File: src/rtl/ptc_pkg.sv
// Package for the periodic timer compare and PWM block
package ptc_pkg;
  // ----------------------------------------
  // Register offsets (byte wide registers)
  // ----------------------------------------
  localparam logic [3:0] ADDR_CTRL_ZERO = 4'h0;
  localparam logic [3:0] ADDR_CTRL_ONE = 4'h1;
  localparam logic [3:0] ADDR_COUNT_LOW = 4'h2;
  localparam logic [3:0] ADDR_COUNT_HIGH = 4'h3;
  localparam logic [3:0] ADDR_CMPA_LOW = 4'h4;
  localparam logic [3:0] ADDR_CMPA_HIGH = 4'h5;
  localparam logic [3:0] ADDR_CMPP_LOW = 4'h6;
  localparam logic [3:0] ADDR_CMPP_HIGH = 4'h7;
  localparam logic [3:0] ADDR_FLAGS = 4'h8;
  // ----------------------------------------
  // Field positions and values
  // ----------------------------------------
  localparam int CTRL0_ON_BIT = 3;
  localparam int FLAG_A_BIT = 0;
  localparam int FLAG_P_BIT = 1;
  localparam logic [7:0] BYTE_ZERO = 8'h00;
  localparam logic [9:0] COUNT_ZERO = 10'h000;
  localparam logic [9:0] COUNT_MAX = 10'h3ff;
  localparam logic [9:0] COUNT_ONE = 10'h001;
  localparam logic [5:0] HIGH_PAD = 6'h00;
  localparam logic [2:0] CTRL0_PAD = 3'h0;
  localparam logic [1:0] FLAG_PAD_ZERO = 2'h0;
  localparam logic [5:0] FLAG_PAD = 6'h00;

  typedef enum logic [1:0]
  {
    MODE_COMPARE = 2'b00,
    MODE_CAPTURE = 2'b01,
    MODE_PWM = 2'b10,
    MODE_TIMER = 2'b11
  } ptc_mode_t;

  typedef enum logic [1:0]
  {
    FUNC_00 = 2'b00,
    FUNC_01 = 2'b01,
    FUNC_10 = 2'b10,
    FUNC_11 = 2'b11
  } ptc_func_t;

  // Control register one layout, bit 7 down to bit 0
  typedef struct packed
  {
    ptc_mode_t mode;
    ptc_func_t func;
    logic init_level;
    logic invert;
    logic capture_src;
    logic clear_src;
  } ptc_ctrl_t;

  typedef struct packed
  {
    logic [3:0] addr;
    logic [7:0] wdata;
    logic wr;
    logic rd;
  } ptc_bus_t;
endpackage

File: src/rtl/ptc_timer.sv
// Periodic timer with compare match, timer/counter and PWM modes
//
// The placing of the registers and strobed register access are this design's own decisions.
`timescale 1ns/1ps
module ptc_timer
(
  input wire logic clk_sys,
  input wire logic rst,
  input wire ptc_pkg::ptc_bus_t bus,
  output logic [7:0] rdata,
  output logic timer_out,
  output logic timer_out_en,
  output logic compare_a_match_flag,
  output logic compare_p_match_flag
);

  // ----------------------------------------
  // Registers
  // ----------------------------------------
  logic counter_on_reg;
  logic counter_on_d_reg;
  ptc_pkg::ptc_ctrl_t ctrl_reg;
  logic [9:0] count_reg;
  logic [9:0] count_next;
  logic [9:0] cmpa_reg;
  logic [9:0] cmpp_reg;
  logic flag_a_reg;
  logic flag_p_reg;
  logic pin_reg;
  logic pin_en_reg;
  logic [7:0] rdata_reg;
  logic on_rise;
  logic match_a;
  logic match_p;
  logic overflow;
  logic set_a;
  logic set_p;
  logic clear_cnt;
  logic is_pwm;
  logic is_cmp;
  logic pwm_active;
  logic pwm_level;
  logic wr_flags;
  logic period_end;

  // ----------------------------------------
  // Register writes
  // ----------------------------------------
  // Compare values written per byte
  always_ff @(posedge clk_sys)
  begin
    if (rst)
    begin
      counter_on_reg <= 1'b0;
      ctrl_reg <= '0;
      cmpa_reg <= ptc_pkg::COUNT_ZERO;
      cmpp_reg <= ptc_pkg::COUNT_ZERO;
    end
    else if (bus.wr)
    begin
      case (bus.addr)
        ptc_pkg::ADDR_CTRL_ZERO: counter_on_reg <= bus.wdata[ptc_pkg::CTRL0_ON_BIT];
        ptc_pkg::ADDR_CTRL_ONE: ctrl_reg <= ptc_pkg::ptc_ctrl_t'(bus.wdata);
        ptc_pkg::ADDR_CMPA_LOW: cmpa_reg[7:0] <= bus.wdata;
        ptc_pkg::ADDR_CMPA_HIGH: cmpa_reg[9:8] <= bus.wdata[1:0];
        ptc_pkg::ADDR_CMPP_LOW: cmpp_reg[7:0] <= bus.wdata;
        ptc_pkg::ADDR_CMPP_HIGH: cmpp_reg[9:8] <= bus.wdata[1:0];
        default: ;
      endcase
    end
  end

  always_ff @(posedge clk_sys)
  begin
    if (rst)
      counter_on_d_reg <= 1'b0;
    else
      counter_on_d_reg <= counter_on_reg;
  end

  assign on_rise = counter_on_reg & ~counter_on_d_reg;
  assign is_pwm = (ctrl_reg.mode == ptc_pkg::MODE_PWM);
  assign is_cmp = (ctrl_reg.mode == ptc_pkg::MODE_COMPARE);
  // Zero A unmatched
  // Zero compare A never matches, so an A clear source runs to overflow
  assign match_a = counter_on_d_reg & (cmpa_reg != ptc_pkg::COUNT_ZERO)
    & (count_reg == cmpa_reg);
  assign match_p = counter_on_d_reg & (cmpp_reg != ptc_pkg::COUNT_ZERO)
    & (count_reg == cmpp_reg);
  assign overflow = counter_on_d_reg & (count_reg == ptc_pkg::COUNT_MAX);
  // Zero compare P puts the period end at 3FF, which is the overflow
  assign period_end = counter_on_d_reg
    & (count_reg == cmpp_reg - ptc_pkg::COUNT_ONE);

  // ----------------------------------------
  // Counter clear and flags
  // ----------------------------------------
  always_comb
  begin
    set_a = match_a;
    set_p = match_p;
    clear_cnt = overflow;
    if (is_pwm)
    begin
      // P match sets period, clear-source ignored
      // Period equals compare P, zero wraps at 1024
      clear_cnt = period_end;
      set_p = period_end & (cmpp_reg != ptc_pkg::COUNT_ZERO);
    end
    else if (ctrl_reg.clear_src)
    begin
      // A match clears, no P flag
      set_p = 1'b0;
      clear_cnt = match_a | overflow;
    end
    else
    begin
      clear_cnt = match_p | overflow;
    end
  end

  always_comb
  begin
    count_next = count_reg;
    if (on_rise)
      count_next = ptc_pkg::COUNT_ZERO;
    else if (counter_on_d_reg)
      count_next = clear_cnt ? ptc_pkg::COUNT_ZERO : count_reg + ptc_pkg::COUNT_ONE;
  end

  always_ff @(posedge clk_sys)
  begin
    if (rst)
      count_reg <= ptc_pkg::COUNT_ZERO;
    else
      count_reg <= count_next;
  end

  assign wr_flags = bus.wr & (bus.addr == ptc_pkg::ADDR_FLAGS);

  // Sticky flags, set wins over write-one-to-clear
  // Flags keep running whatever the function
  always_ff @(posedge clk_sys)
  begin
    if (rst)
    begin
      flag_a_reg <= 1'b0;
      flag_p_reg <= 1'b0;
    end
    else
    begin
      if (set_a)
        flag_a_reg <= 1'b1;
      else if (wr_flags & bus.wdata[ptc_pkg::FLAG_A_BIT])
        flag_a_reg <= 1'b0;
      if (set_p)
        flag_p_reg <= 1'b1;
      else if (wr_flags & bus.wdata[ptc_pkg::FLAG_P_BIT])
        flag_p_reg <= 1'b0;
    end
  end

  // ----------------------------------------
  // Output pin
  // ----------------------------------------
  // Active from clear until compare A
  // Duty at or past period stays active
  assign pwm_active = (count_reg < cmpa_reg)
    | ((cmpp_reg != ptc_pkg::COUNT_ZERO) & (cmpa_reg >= cmpp_reg));

  always_comb
  begin
    case (ctrl_reg.func)
      ptc_pkg::FUNC_00: pwm_level = ~ctrl_reg.init_level;
      ptc_pkg::FUNC_01: pwm_level = ctrl_reg.init_level;
      ptc_pkg::FUNC_10: pwm_level = pwm_active ? ctrl_reg.init_level : ~ctrl_reg.init_level;
      // Holding must undo the invert, else the pin toggles every clock
      default: pwm_level = pin_reg ^ ctrl_reg.invert;
    endcase
  end

  always_ff @(posedge clk_sys)
  begin
    if (rst)
    begin
      pin_reg <= 1'b0;
      pin_en_reg <= 1'b0;
    end
    else
    begin
      // Timer mode leaves the pin free
      pin_en_reg <= is_cmp | is_pwm;
      if (is_pwm)
        pin_reg <= pwm_level ^ ctrl_reg.invert;
      else if (on_rise)
        pin_reg <= ctrl_reg.init_level ^ ctrl_reg.invert;
      else if (is_cmp & set_a)
      begin
        // P match has no branch here
        case (ctrl_reg.func)
          ptc_pkg::FUNC_01: pin_reg <= ctrl_reg.invert;
          ptc_pkg::FUNC_10: pin_reg <= ~ctrl_reg.invert;
          ptc_pkg::FUNC_11: pin_reg <= ~pin_reg;
          default: pin_reg <= pin_reg;
        endcase
      end
    end
  end

  // ----------------------------------------
  // Read data
  // ----------------------------------------
  always_ff @(posedge clk_sys)
  begin
    if (rst)
      rdata_reg <= ptc_pkg::BYTE_ZERO;
    else if (bus.rd)
    begin
      case (bus.addr)
        ptc_pkg::ADDR_CTRL_ZERO: rdata_reg <= {ptc_pkg::FLAG_PAD[3:0], counter_on_reg,
          ptc_pkg::CTRL0_PAD};
        ptc_pkg::ADDR_CTRL_ONE: rdata_reg <= ctrl_reg;
        ptc_pkg::ADDR_COUNT_LOW: rdata_reg <= count_reg[7:0];
        ptc_pkg::ADDR_COUNT_HIGH: rdata_reg <= {ptc_pkg::HIGH_PAD, count_reg[9:8]};
        ptc_pkg::ADDR_CMPA_LOW: rdata_reg <= cmpa_reg[7:0];
        ptc_pkg::ADDR_CMPA_HIGH: rdata_reg <= {ptc_pkg::HIGH_PAD, cmpa_reg[9:8]};
        ptc_pkg::ADDR_CMPP_LOW: rdata_reg <= cmpp_reg[7:0];
        ptc_pkg::ADDR_CMPP_HIGH: rdata_reg <= {ptc_pkg::HIGH_PAD, cmpp_reg[9:8]};
        ptc_pkg::ADDR_FLAGS: rdata_reg <= {ptc_pkg::FLAG_PAD, flag_p_reg, flag_a_reg};
        default: rdata_reg <= ptc_pkg::BYTE_ZERO;
      endcase
    end
    else
      rdata_reg <= ptc_pkg::BYTE_ZERO;
  end

  assign rdata = rdata_reg;
  assign timer_out = pin_reg;
  assign timer_out_en = pin_en_reg;
  assign compare_a_match_flag = flag_a_reg;
  assign compare_p_match_flag = flag_p_reg;
endmodule

File: config.mk
export PLATFORM = sky130hd
export DESIGN_NAME = ptc_timer
export DESIGN_NICKNAME = d
export VERILOG_FILES = /design/src/rtl/ptc_pkg.sv /design/src/rtl/ptc_timer.sv
export SDC_FILE = /design/constraint.sdc
export NUM_CORES = 1
export LEC_CHECK = 0
export BUFFER_PORTS_ARGS = -buffer_cell sky130_fd_sc_hd__buf_2
export CORE_UTILIZATION = 23
export CTS_BUF_LIST = sky130_fd_sc_hd__clkbuf_2
export DETAILED_ROUTE_END_ITERATION = 10
export PLACE_DENSITY = 0.39
export SLEW_MARGIN = 20
export SYNTH_ARGS = -nofsm -noshare
export SYNTH_HDL_FRONTEND = slang
export SYNTH_SLANG_ARGS = --single-unit
export TNS_END_PERCENT = 10
File: constraint.sdc
create_clock -name clk_sys -period 3.1 [get_ports clk_sys]
set_clock_uncertainty 0.15 [all_clocks]
set_input_delay 0.155 -clock clk_sys [delete_from_list [all_inputs] [get_ports clk_sys]]
set_output_delay 0.155 -clock clk_sys [all_outputs]
set_load 0.01 [all_outputs]
==> results of run 1 <==
[final timing paths]
| path | end | slack (ns) | cells past startpoint |
|---|---|---|---|
| min reg2reg | ctrl_reg[1] | 0.33 | 2 |
| max reg2reg | compare_p_match_flag | 0.40 | 9 |
| max | compare_p_match_flag | 0.40 | 9 |
| min | cmpa_reg[1] | 0.06 | 2 |
[critical path, cell delays in order, from the launching register on]
cell and delay [ns]:
dfxtp_1 0.60, inv_1 0.12, ha_1 0.27, nor3b_2 0.20, xor2_1 0.17, a31o_2 0.27, a221oi_2 0.24, nor4_2 0.08
buf_4 0.19, o31a_2 0.33
[logic make-up (layout without fill, tap and decap cells)]
group                    after synthesis  in the layout  synth area share
AND/OR/NAND/NOR                      175            175             0.268
AO/OA/AOI/OAI                         81             81             0.152
buffers and inverters                 53             84            0.0709
flip-flops                            52             52             0.298
XOR/XNOR                              26             26            0.0652
adder cells (fa/ha/maj)               23             23            0.0824
multiplexers                          22             22            0.0631
[layout make-up]
type                       instances  area share
multi-input combinational        327       0.556
sequential                        52       0.263
timing repair buffer              51      0.0884
tap                              184      0.0581
inverter                          25      0.0237
clock buffer                       6     0.00757
clock inverter                     2     0.00410
[synth_stat cells, drive strengths merged, types with 7 or more instances]
| cell | number | share of area |
|---|---|---|
| dfxtp | 52 | 0.30 |
| xnor2 | 15 | 0.038 |
| clkbuf | 24 | 0.034 |
| nor3 | 20 | 0.029 |
| ha | 23 | 0.082 |
| xor2 | 11 | 0.028 |
| o21ai | 16 | 0.023 |
| nand3 | 29 | 0.043 |
| mux2i | 22 | 0.063 |
| inv | 25 | 0.027 |
| a21oi | 31 | 0.044 |
| nor4 | 7 | 0.020 |
| nand2b | 10 | 0.018 |
| nand2 | 40 | 0.043 |
| nand4 | 9 | 0.016 |
| nor2 | 31 | 0.034 |
[metal layers]
layer	part of all wire	vias to the layer above
met4	0.013	0
met1	0.50	1521
li1	-	1603
met5	0	-
met3	0.033	11
met2	0.45	67
[repair_timing]
item,in CTS,in global routing
endpoints found under the hold margin,38,0
hold buffers,14,0
gates resized for setup,0,0
[power groups by stage]
stage	logic [mW]	clock network (mW)	registers (mW)
floorplan	0.0895	0	0.694
global placement	0.133	0	0.700
detailed placement	0.133	0	0.700
CTS	0.145	0.322	0.689
global route	0.158	0.348	0.691
finish	0.145	0.309	0.689
==> qor.csv, run 1 <==
stage,metric,value,unit
status,status,"complete, no violations",
setup_path,worst-path fanout max,11,
power_and_ir_drop,Sw Pwr,0.348,mW
sta,fmax,0.370,GHz
drt,Final ANT Viol Nets,0,
final_layout,"leading cell type in the layout, fill and taps excluded",dfxtp_1,
power_and_ir_drop,P_leak,1.48,nW
global_routing,met2 GRT Util,0.232,
final_layout,final core utilization,0.270,
hold_path,min-delay src,rst,
global_routing,number of antenna violations at the first check in global routing,0,
run,max-cap viol count,0,
final_layout,Fillers,1594,
power_and_ir_drop,Int Pwr,0.794,mW
die,die width,125,µm
synth,Yosys Warn Count,0,
global_routing,M3 GR Usage,0.0214,
drt,Vias,3202,
final_layout,fin cells,647,
sta,RSZ-0062 raised after global routing,false,
sta,count of final hold-check violations,0,
final_layout,Layout Nets,501,
synth,"Net Count, Synth",471,
die,Initial Util,0.238,
place,instance area at placement,0.00378,mm²
die,Die Area,0.0157,mm²
hold_path,Hold Path Class,input pin to flip-flop,
die,# IOs,28,
setup_path,CP Data Required Time,3.35,ns
drt,DRC Markers,0,
clock_network,"Clk pin slew, worst setup/hold paths",0.30,ns
final_layout,post-route cell area,0.00397,mm²
power_and_ir_drop,switching portion of total power,0.305,
sta,# setup viols final,0,
clock_network,CTS buffer count,5,
global_routing,first-pass GRT wire length,18.1,mm
sta,setup ws final,0.399,ns
synth,Post-synth ARST share,0,
power_and_ir_drop,pwr/cell area,288,mW/mm²
place,RD Place Congestion,0.827,
die,Core Area,0.0147,mm²
synth,Netlist cell types,56,
synth,dominant register cell in the synthesized netlist,dfxtp_1,
clock_network,clock tree buffer depth,2,
sta,fin crit period,2.70,ns
place,Inst Count DP,625,
setup_path,Critical Path AT,2.95,ns
setup_path,CP Launch Point,cmpp_reg[0],
drt,initial DRC count,200,
power_and_ir_drop,power consumption,1.14,mW
sta,Slew HR,0.488,
drt,DR vias/cell,4.95,
power_and_ir_drop,worst vdd rail ir drop,188,µV
place,Port Buf Inserts,27,
drt,WL/cell,17.7,µm
global_routing,global router's overall resource usage,0.150,
setup_path,Crit. End Element,flip-flop,
global_routing,number of global-route vias before repair,3112,
place,post-DP HPWL,8.65,mm
clock_network,CTS tree,built,
global_routing,GRT Max-Usage Layer,met2,
place,Setup Slack @ Placement,0.476,ns
synth,synthesized cell area,0.00349,mm²
sta,Final period util,0.871,
sta,Slew Limit Fails,0,
global_routing,GR Overflow Total,0,
clock_network,Clock Latency Late Sink,0.49,ns
sta,worst slew pin tran,0.768,ns
drt,Pre-antenna DRT Iters,5,
clock_network,Root Buffer,clkbuf_2,
die,Rows,44,
power_and_ir_drop,Clk pwr share,0.270,
sta,setup TNS,0,ns
synth,"Seq/Total Area, Yosys",0.298,
sta,WHS,0.0557,ns
final_layout,Area Growth Syn to Fin,13.5,%
synth,Yosys reg bits,52,
synth,Synth Instances,432,
power_and_ir_drop,Sequential Power Share,0.603,
power_and_ir_drop,Logic pwr share,0.127,
final_layout,"commonest non-fill, non-tap cells in the layout","dfxtp_1 (52), nand2_1 (40), a21oi_1 (31), nor2_1 (30), nand3_1 (28)",
final_layout,fraction of layout cells with a size suffix above 1,0.121,
global_routing,largest net degree at the start of global routing,39,
setup_path,crit path kind,flip-flop to flip-flop,
clock_network,Post-CTS Setup Bufs,0,
setup_path,RR Startpoint,cmpp_reg[0],
final_layout,multi-input combinational cell area,0.00220,mm²
clock_network,Max H-tree Level,2,
final_layout,Antenna diodes,0,
setup_path,CP Launch Type,flip-flop,
die,Die H,125,µm
drt,total length of routed wires,11.5,mm
synth,Mean Syn Cell Area,8.08,µm²
synth,"EDFF count, synth",0,
final_layout,Sequential cell area,0.00104,mm²
clock_network,Sink Count,52,
global_routing,grt met1 use,0.216,
Power figures use the tool's default switching activity.
==> run 2, diff against run 1 <==
--- a/config.mk
+++ b/config.mk
@@ -9,7 +9,8 @@
 export CORE_UTILIZATION = 23
 export CTS_BUF_LIST = sky130_fd_sc_hd__clkbuf_2
 export DETAILED_ROUTE_END_ITERATION = 10
-export PLACE_DENSITY = 0.39
+export PLACE_DENSITY_LB_ADDON = 0.08
+export SKIP_CTS_REPAIR_TIMING = 1
 export SLEW_MARGIN = 20
 export SYNTH_ARGS = -nofsm -noshare
 export SYNTH_HDL_FRONTEND = slang
==> run 2 against run 1 <==
Flip-flop and latch count did not move. Cell area rose by 2.1%. Via count increased by 3.0%. Critical endpoint is now count_reg[4].
==> qor.csv, run 2 (synthesized netlist as in run 1, its figures left out) <==
stage,metric,value,unit
setup_path,CP Data Required Time,3.38,ns
die,Die H,125,µm
setup_path,Critical Path AT,2.98,ns
setup_path,worst reg2reg setup slack,0.40,ns
sta,WHS,0.0174,ns
drt,DRC Markers,0,
global_routing,global router's overall resource usage,0.164,
place,RD Place Congestion,0.825,
sta,fin crit period,2.70,ns
setup_path,crit path kind,flip-flop to flip-flop,
final_layout,"leading cell type in the layout, fill and taps excluded",dfxtp_1,
sta,setup ws final,0.399,ns
sta,# setup viols final,0,
final_layout,post-route cell area,0.00405,mm²
clock_network,Sink Count,52,
global_routing,number of antenna violations at the first check in global routing,0,
sta,Final period util,0.871,
global_routing,number of global-route vias before repair,3174,
setup_path,CP Launch Type,flip-flop,
clock_network,clock tree buffer depth,2,
clock_network,CTS tree,built,
power_and_ir_drop,P_leak,1.52,nW
final_layout,fraction of layout cells with a size suffix above 1,0.131,
place,Inst Count DP,630,
place,instance area at placement,0.00382,mm²
final_layout,Area Growth Syn to Fin,15.9,%
die,Initial Util,0.238,
sta,worst slew pin tran,0.785,ns
clock_network,Clock Latency Late Sink,0.54,ns
drt,WL/cell,19.0,µm
die,die width,125,µm
final_layout,Fillers,1619,
status,status,"complete, no violations",
sta,setup TNS,0,ns
power_and_ir_drop,worst vdd rail ir drop,130,µV
clock_network,CTS buffer count,5,
die,Core Area,0.0147,mm²
final_layout,Antenna diodes,0,
drt,Pre-antenna DRT Iters,5,
place,post-DP HPWL,9.44,mm
run,max-cap viol count,0,
drt,DR vias/cell,5.03,
die,Die Area,0.0157,mm²
clock_network,Root Buffer,clkbuf_2,
power_and_ir_drop,pwr/cell area,285,mW/mm²
drt,total length of routed wires,12.5,mm
place,Port Buf Inserts,27,
final_layout,fin cells,656,
global_routing,largest net degree at the start of global routing,39,
setup_path,Crit. End Element,flip-flop,
sta,count of final hold-check violations,0,
hold_path,Hold Path Class,input pin to flip-flop,
final_layout,final core utilization,0.275,
drt,initial DRC count,177,
drt,Vias,3298,
sta,Slew Limit Fails,0,
sta,fmax,0.370,GHz
clock_network,"Clk pin slew, worst setup/hold paths",0.32,ns
drt,Final ANT Viol Nets,0,
sta,Slew HR,0.477,
die,# IOs,28,
sta,RSZ-0062 raised after global routing,false,
setup_path,worst-path fanout max,6,
global_routing,GR Overflow Total,0,
final_layout,Layout Nets,510,
place,Setup Slack @ Placement,0.436,ns
final_layout,"commonest non-fill, non-tap cells in the layout","dfxtp_1 (52), nand2_1 (40), a21oi_1 (31), nor2_1 (30), nand3_1 (28)",
die,Rows,44,
clock_network,Max H-tree Level,2,
power_and_ir_drop,power consumption,1.15,mW
global_routing,first-pass GRT wire length,19.2,mm
## run 2: cell count changes in the layout (fill, tap and decap cells not counted), sizes merged
| cell | change |
|---|---|
| dlygate4sd3 | +4 |
| buf | +5 |
## run 2: final timing paths
kind	depth (start not counted)	startpoint	to
max	9	cmpp_reg[1]	count_reg[4]
max reg2reg	9	cmpp_reg[1]	count_reg[4]
min reg2reg	2	ctrl_reg[1]	ctrl_reg[1]
min	2	rst	cmpp_reg[2]
## run 2: cell type report
| type | instances | area, µm² | share of cell area |
|---|---|---|---|
| multi-input cells | 327 | 2210 | 0.546 |
| repair buffers | 60 | 428 | 0.106 |
| clock inverters | 2 | 16.3 | 0.00402 |
| flip-flops and latches | 52 | 1040 | 0.257 |
| inverters | 25 | 93.8 | 0.0232 |
| clock buffers | 6 | 30.0 | 0.00742 |
| well taps | 184 | 230 | 0.0569 |
## run 2: power breakdown
part	leakage, nW	internal (mW)	switching [mW]
Sequential	0.420	0.678	0.0107
Clock	0.0292	0.0600	0.256
Combinational	1.07	0.0567	0.0916
## run 2: layer usage
metal | GRT usage | vias to the layer above | share of wire
met5 | 0 | - | 0
met4 | 0.0387 | 0 | 0.0090
met3 | 0.0244 | 8 | 0.033
met2 | 0.265 | 59 | 0.46
met1 | 0.230 | 1613 | 0.50
li1 | - | 1618 | -
## run 2: worst max-delay path, cell delays in order, from the launching register on
cell and delay [ns]:
dfxtp_1 0.47, inv_1 0.14, ha_1 0.24, nor3b_2 0.34, nor4b_1 0.32, a31o_2 0.17, a221oi_2 0.06, nor4_2 0.45
buf_4 0.22, nor3_1 0.05
==> run 3, diff against run 2 <==
--- a/config.mk
+++ b/config.mk
@@ -6,7 +6,7 @@
 export NUM_CORES = 1
 export LEC_CHECK = 0
 export BUFFER_PORTS_ARGS = -buffer_cell sky130_fd_sc_hd__buf_2
-export CORE_UTILIZATION = 23
+export CORE_UTILIZATION = 34
 export CTS_BUF_LIST = sky130_fd_sc_hd__clkbuf_2
 export DETAILED_ROUTE_END_ITERATION = 10
 export PLACE_DENSITY_LB_ADDON = 0.08
==> run 3 against run 2 <==
Register-to-register slack worse by 0.13 ns. Non-clock buffer count is 4 lower. Cell area is 1.9% lower. Core utilization is 13 points higher. Critical path depth stayed put. Global-route usage is 4.9 points higher. Hold slack better by 0.026 ns. Final cell count is 8.4% lower. Count of clock-buffer cells in the layout stayed put. Worst setup slack worse by 0.13 ns. Total power is 5.7% higher. Largest power group unchanged. Highest routed layer unchanged.
==> qor.csv, run 3 (synthesized netlist as in run 1, its figures left out) <==
stage,metric,value,unit
status,status,"complete, no violations",
setup_path,"CP delay by family, top",simple AND/OR/NAND/NOR gates,
clock_network,CTS buffer count,5,
final_layout,Fillers,1072,
sta,Final period util,0.913,
sta,fmax,0.353,GHz
clock_network,CTS tree,built,
clock_network,Sink Count,52,
sta,Slew Limit Fails,0,
hold_path,WHS Path Cells,3,
sta,RSZ-0062 raised after global routing,false,
clock_network,"Clk pin slew, worst setup/hold paths",0.31,ns
setup_path,Critical Path AT,3.04,ns
setup_path,worst-path fanout max,7,
drt,DRC Markers,0,
clock_network,clock tree buffer depth,2,
setup_path,Worst path depth,9,
place,RD Place Congestion,0.850,
die,Die Area,0.0107,mm²
global_routing,first-pass GRT wire length,16.9,mm
die,die width,103,µm
global_routing,GR Overflow Total,0,
setup_path,max incr delay on CP,0.50,ns
setup_path,crit path kind,flip-flop to flip-flop,
drt,initial DRC count,171,
sta,setup TNS,0,ns
final_layout,"leading cell type in the layout, fill and taps excluded",dfxtp_1,
sta,count of final hold-check violations,0,
die,Core Area,0.00986,mm²
drt,Final ANT Viol Nets,0,
setup_path,Buf/Inv on CP,2,
clock_network,Max H-tree Level,2,
final_layout,fraction of layout cells with a size suffix above 1,0.130,
setup_path,RR Startpoint,cmpp_reg[0],
final_layout,Sequential cell area,0.00104,mm²
drt,WL/cell,17.8,µm
power_and_ir_drop,P_leak,1.52,nW
setup_path,worst reg2reg path endpoint,count_reg[1],
final_layout,Area Growth Syn to Fin,13.7,%
power_and_ir_drop,power consumption,1.22,mW
run,max-cap viol count,0,
global_routing,number of antenna violations at the first check in global routing,0,
die,Initial Util,0.354,
setup_path,CP Launch Type,flip-flop,
die,Rows,36,
clock_network,Root Buffer,clkbuf_2,
setup_path,CP Data Required Time,3.31,ns
global_routing,number of global-route vias before repair,3077,
sta,worst slew pin tran,0.781,ns
drt,Pre-antenna DRT Iters,5,
final_layout,Layout Nets,506,
setup_path,worst reg2reg setup slack,0.27,ns
setup_path,crit-path cells,"inv_1, ha_1, nor3b_2, nor4b_1, a31o_2, a221oi_2, nor4_2, buf_4, o22ai_4",
hold_path,Hold EP,rdata[3],
sta,fin crit period,2.83,ns
final_layout,"commonest non-fill, non-tap cells in the layout","dfxtp_1 (52), nand2_1 (40), a21oi_1 (31), nor2_1 (30), nand3_1 (28)",
drt,DR vias/cell,5.47,
setup_path,"slowest stage cell, crit path",nor4_2,
die,Die H,103,µm
hold_path,min-delay src,bus[10],
place,post-DP HPWL,8.15,mm
clock_network,Clock Latency Late Sink,0.46,ns
drt,Vias,3287,
hold_path,Hold Path Class,input pin to flip-flop,
setup_path,Crit. End Element,flip-flop,
global_routing,largest net degree at the start of global routing,39,
power_and_ir_drop,worst vdd rail ir drop,212,µV
drt,total length of routed wires,10.7,mm
final_layout,Antenna diodes,0,
final_layout,multi-input combinational cell area,0.00221,mm²
die,# IOs,28,
place,Port Buf Inserts,27,
sta,# setup viols final,0,
sta,Slew HR,0.475,
setup_path,Reg2Reg Depth,9,
global_routing,global router's overall resource usage,0.213,
power_and_ir_drop,pwr/cell area,307,mW/mm²
-- run 3: how the worst max path moves through the flow --
stage / start / endpoint / slack [ns]
5_1_grt: cmpp_reg[0] / count_reg[1] / 0.06
3_5_place_dp: cmpp_reg[0] / count_reg[1] / 0.33
3_3_place_gp: cmpp_reg[0] / count_reg[1] / 0.47
4_1_cts: cmpp_reg[0] / count_reg[1] / 0.26
6_report: cmpp_reg[0] / count_reg[1] / 0.27
2_1_floorplan: cmpp_reg[1] / count_reg[1] / 0.81
-- run 3: area by class of cell --
type / instances / share of cell area
multi-input cells: 327 / 0.556
flip-flops and latches: 52 / 0.262
repair buffers: 56 / 0.0984
well taps: 133 / 0.0419
inverters: 25 / 0.0236
clock inverters: 2 / 0.00977
clock buffers: 6 / 0.00757
-- run 3: per-layer routing --
metal,track usage,wire length (µm),up-vias
li1,-,-,1609
met1,0.301,5120,1571
met2,0.343,4970,93
met3,0.0269,455,14
met4,0.0509,154,0
met5,0,0,-
-- run 3: worst register-to-register path: stages (launching register included) --
cell and delay, ns:
dfxtp_1 0.48, inv_1 0.12, ha_1 0.23, nor3b_2 0.34, nor4b_1 0.33, a31o_2 0.17
a221oi_2 0.06, nor4_2 0.50, buf_4 0.26, o22ai_4 0.08
-- run 3: where the power goes --
part	switching [mW]	internal [mW]	total (mW)
registers	0.0101	0.678	0.688
clock network	0.243	0.143	0.386
logic	0.0882	0.0561	0.144
total	0.341	0.877	1.22
-- run 3: stage by stage --
| step | worst slack [ns] | instances | hold WS (ns) | util | instance area [µm²] |
|---|---|---|---|---|---|
| 3_5_place_dp | 0.330 | 578 | 0.307 | 0.380 | 3750 |
| 2_1_floorplan | 0.810 | 432 | 0.141 | - | 3490 |
| 5_1_grt | 0.0639 | 601 | 0.0419 | 0.402 | 3970 |
| 3_3_place_gp | 0.470 | 578 | 0.307 | 0.380 | 3750 |
| 4_1_cts | 0.261 | 586 | -0.216 | 0.387 | 3820 |
| 6_report | 0.269 | 601 | 0.0436 | 0.402 | 3970 |
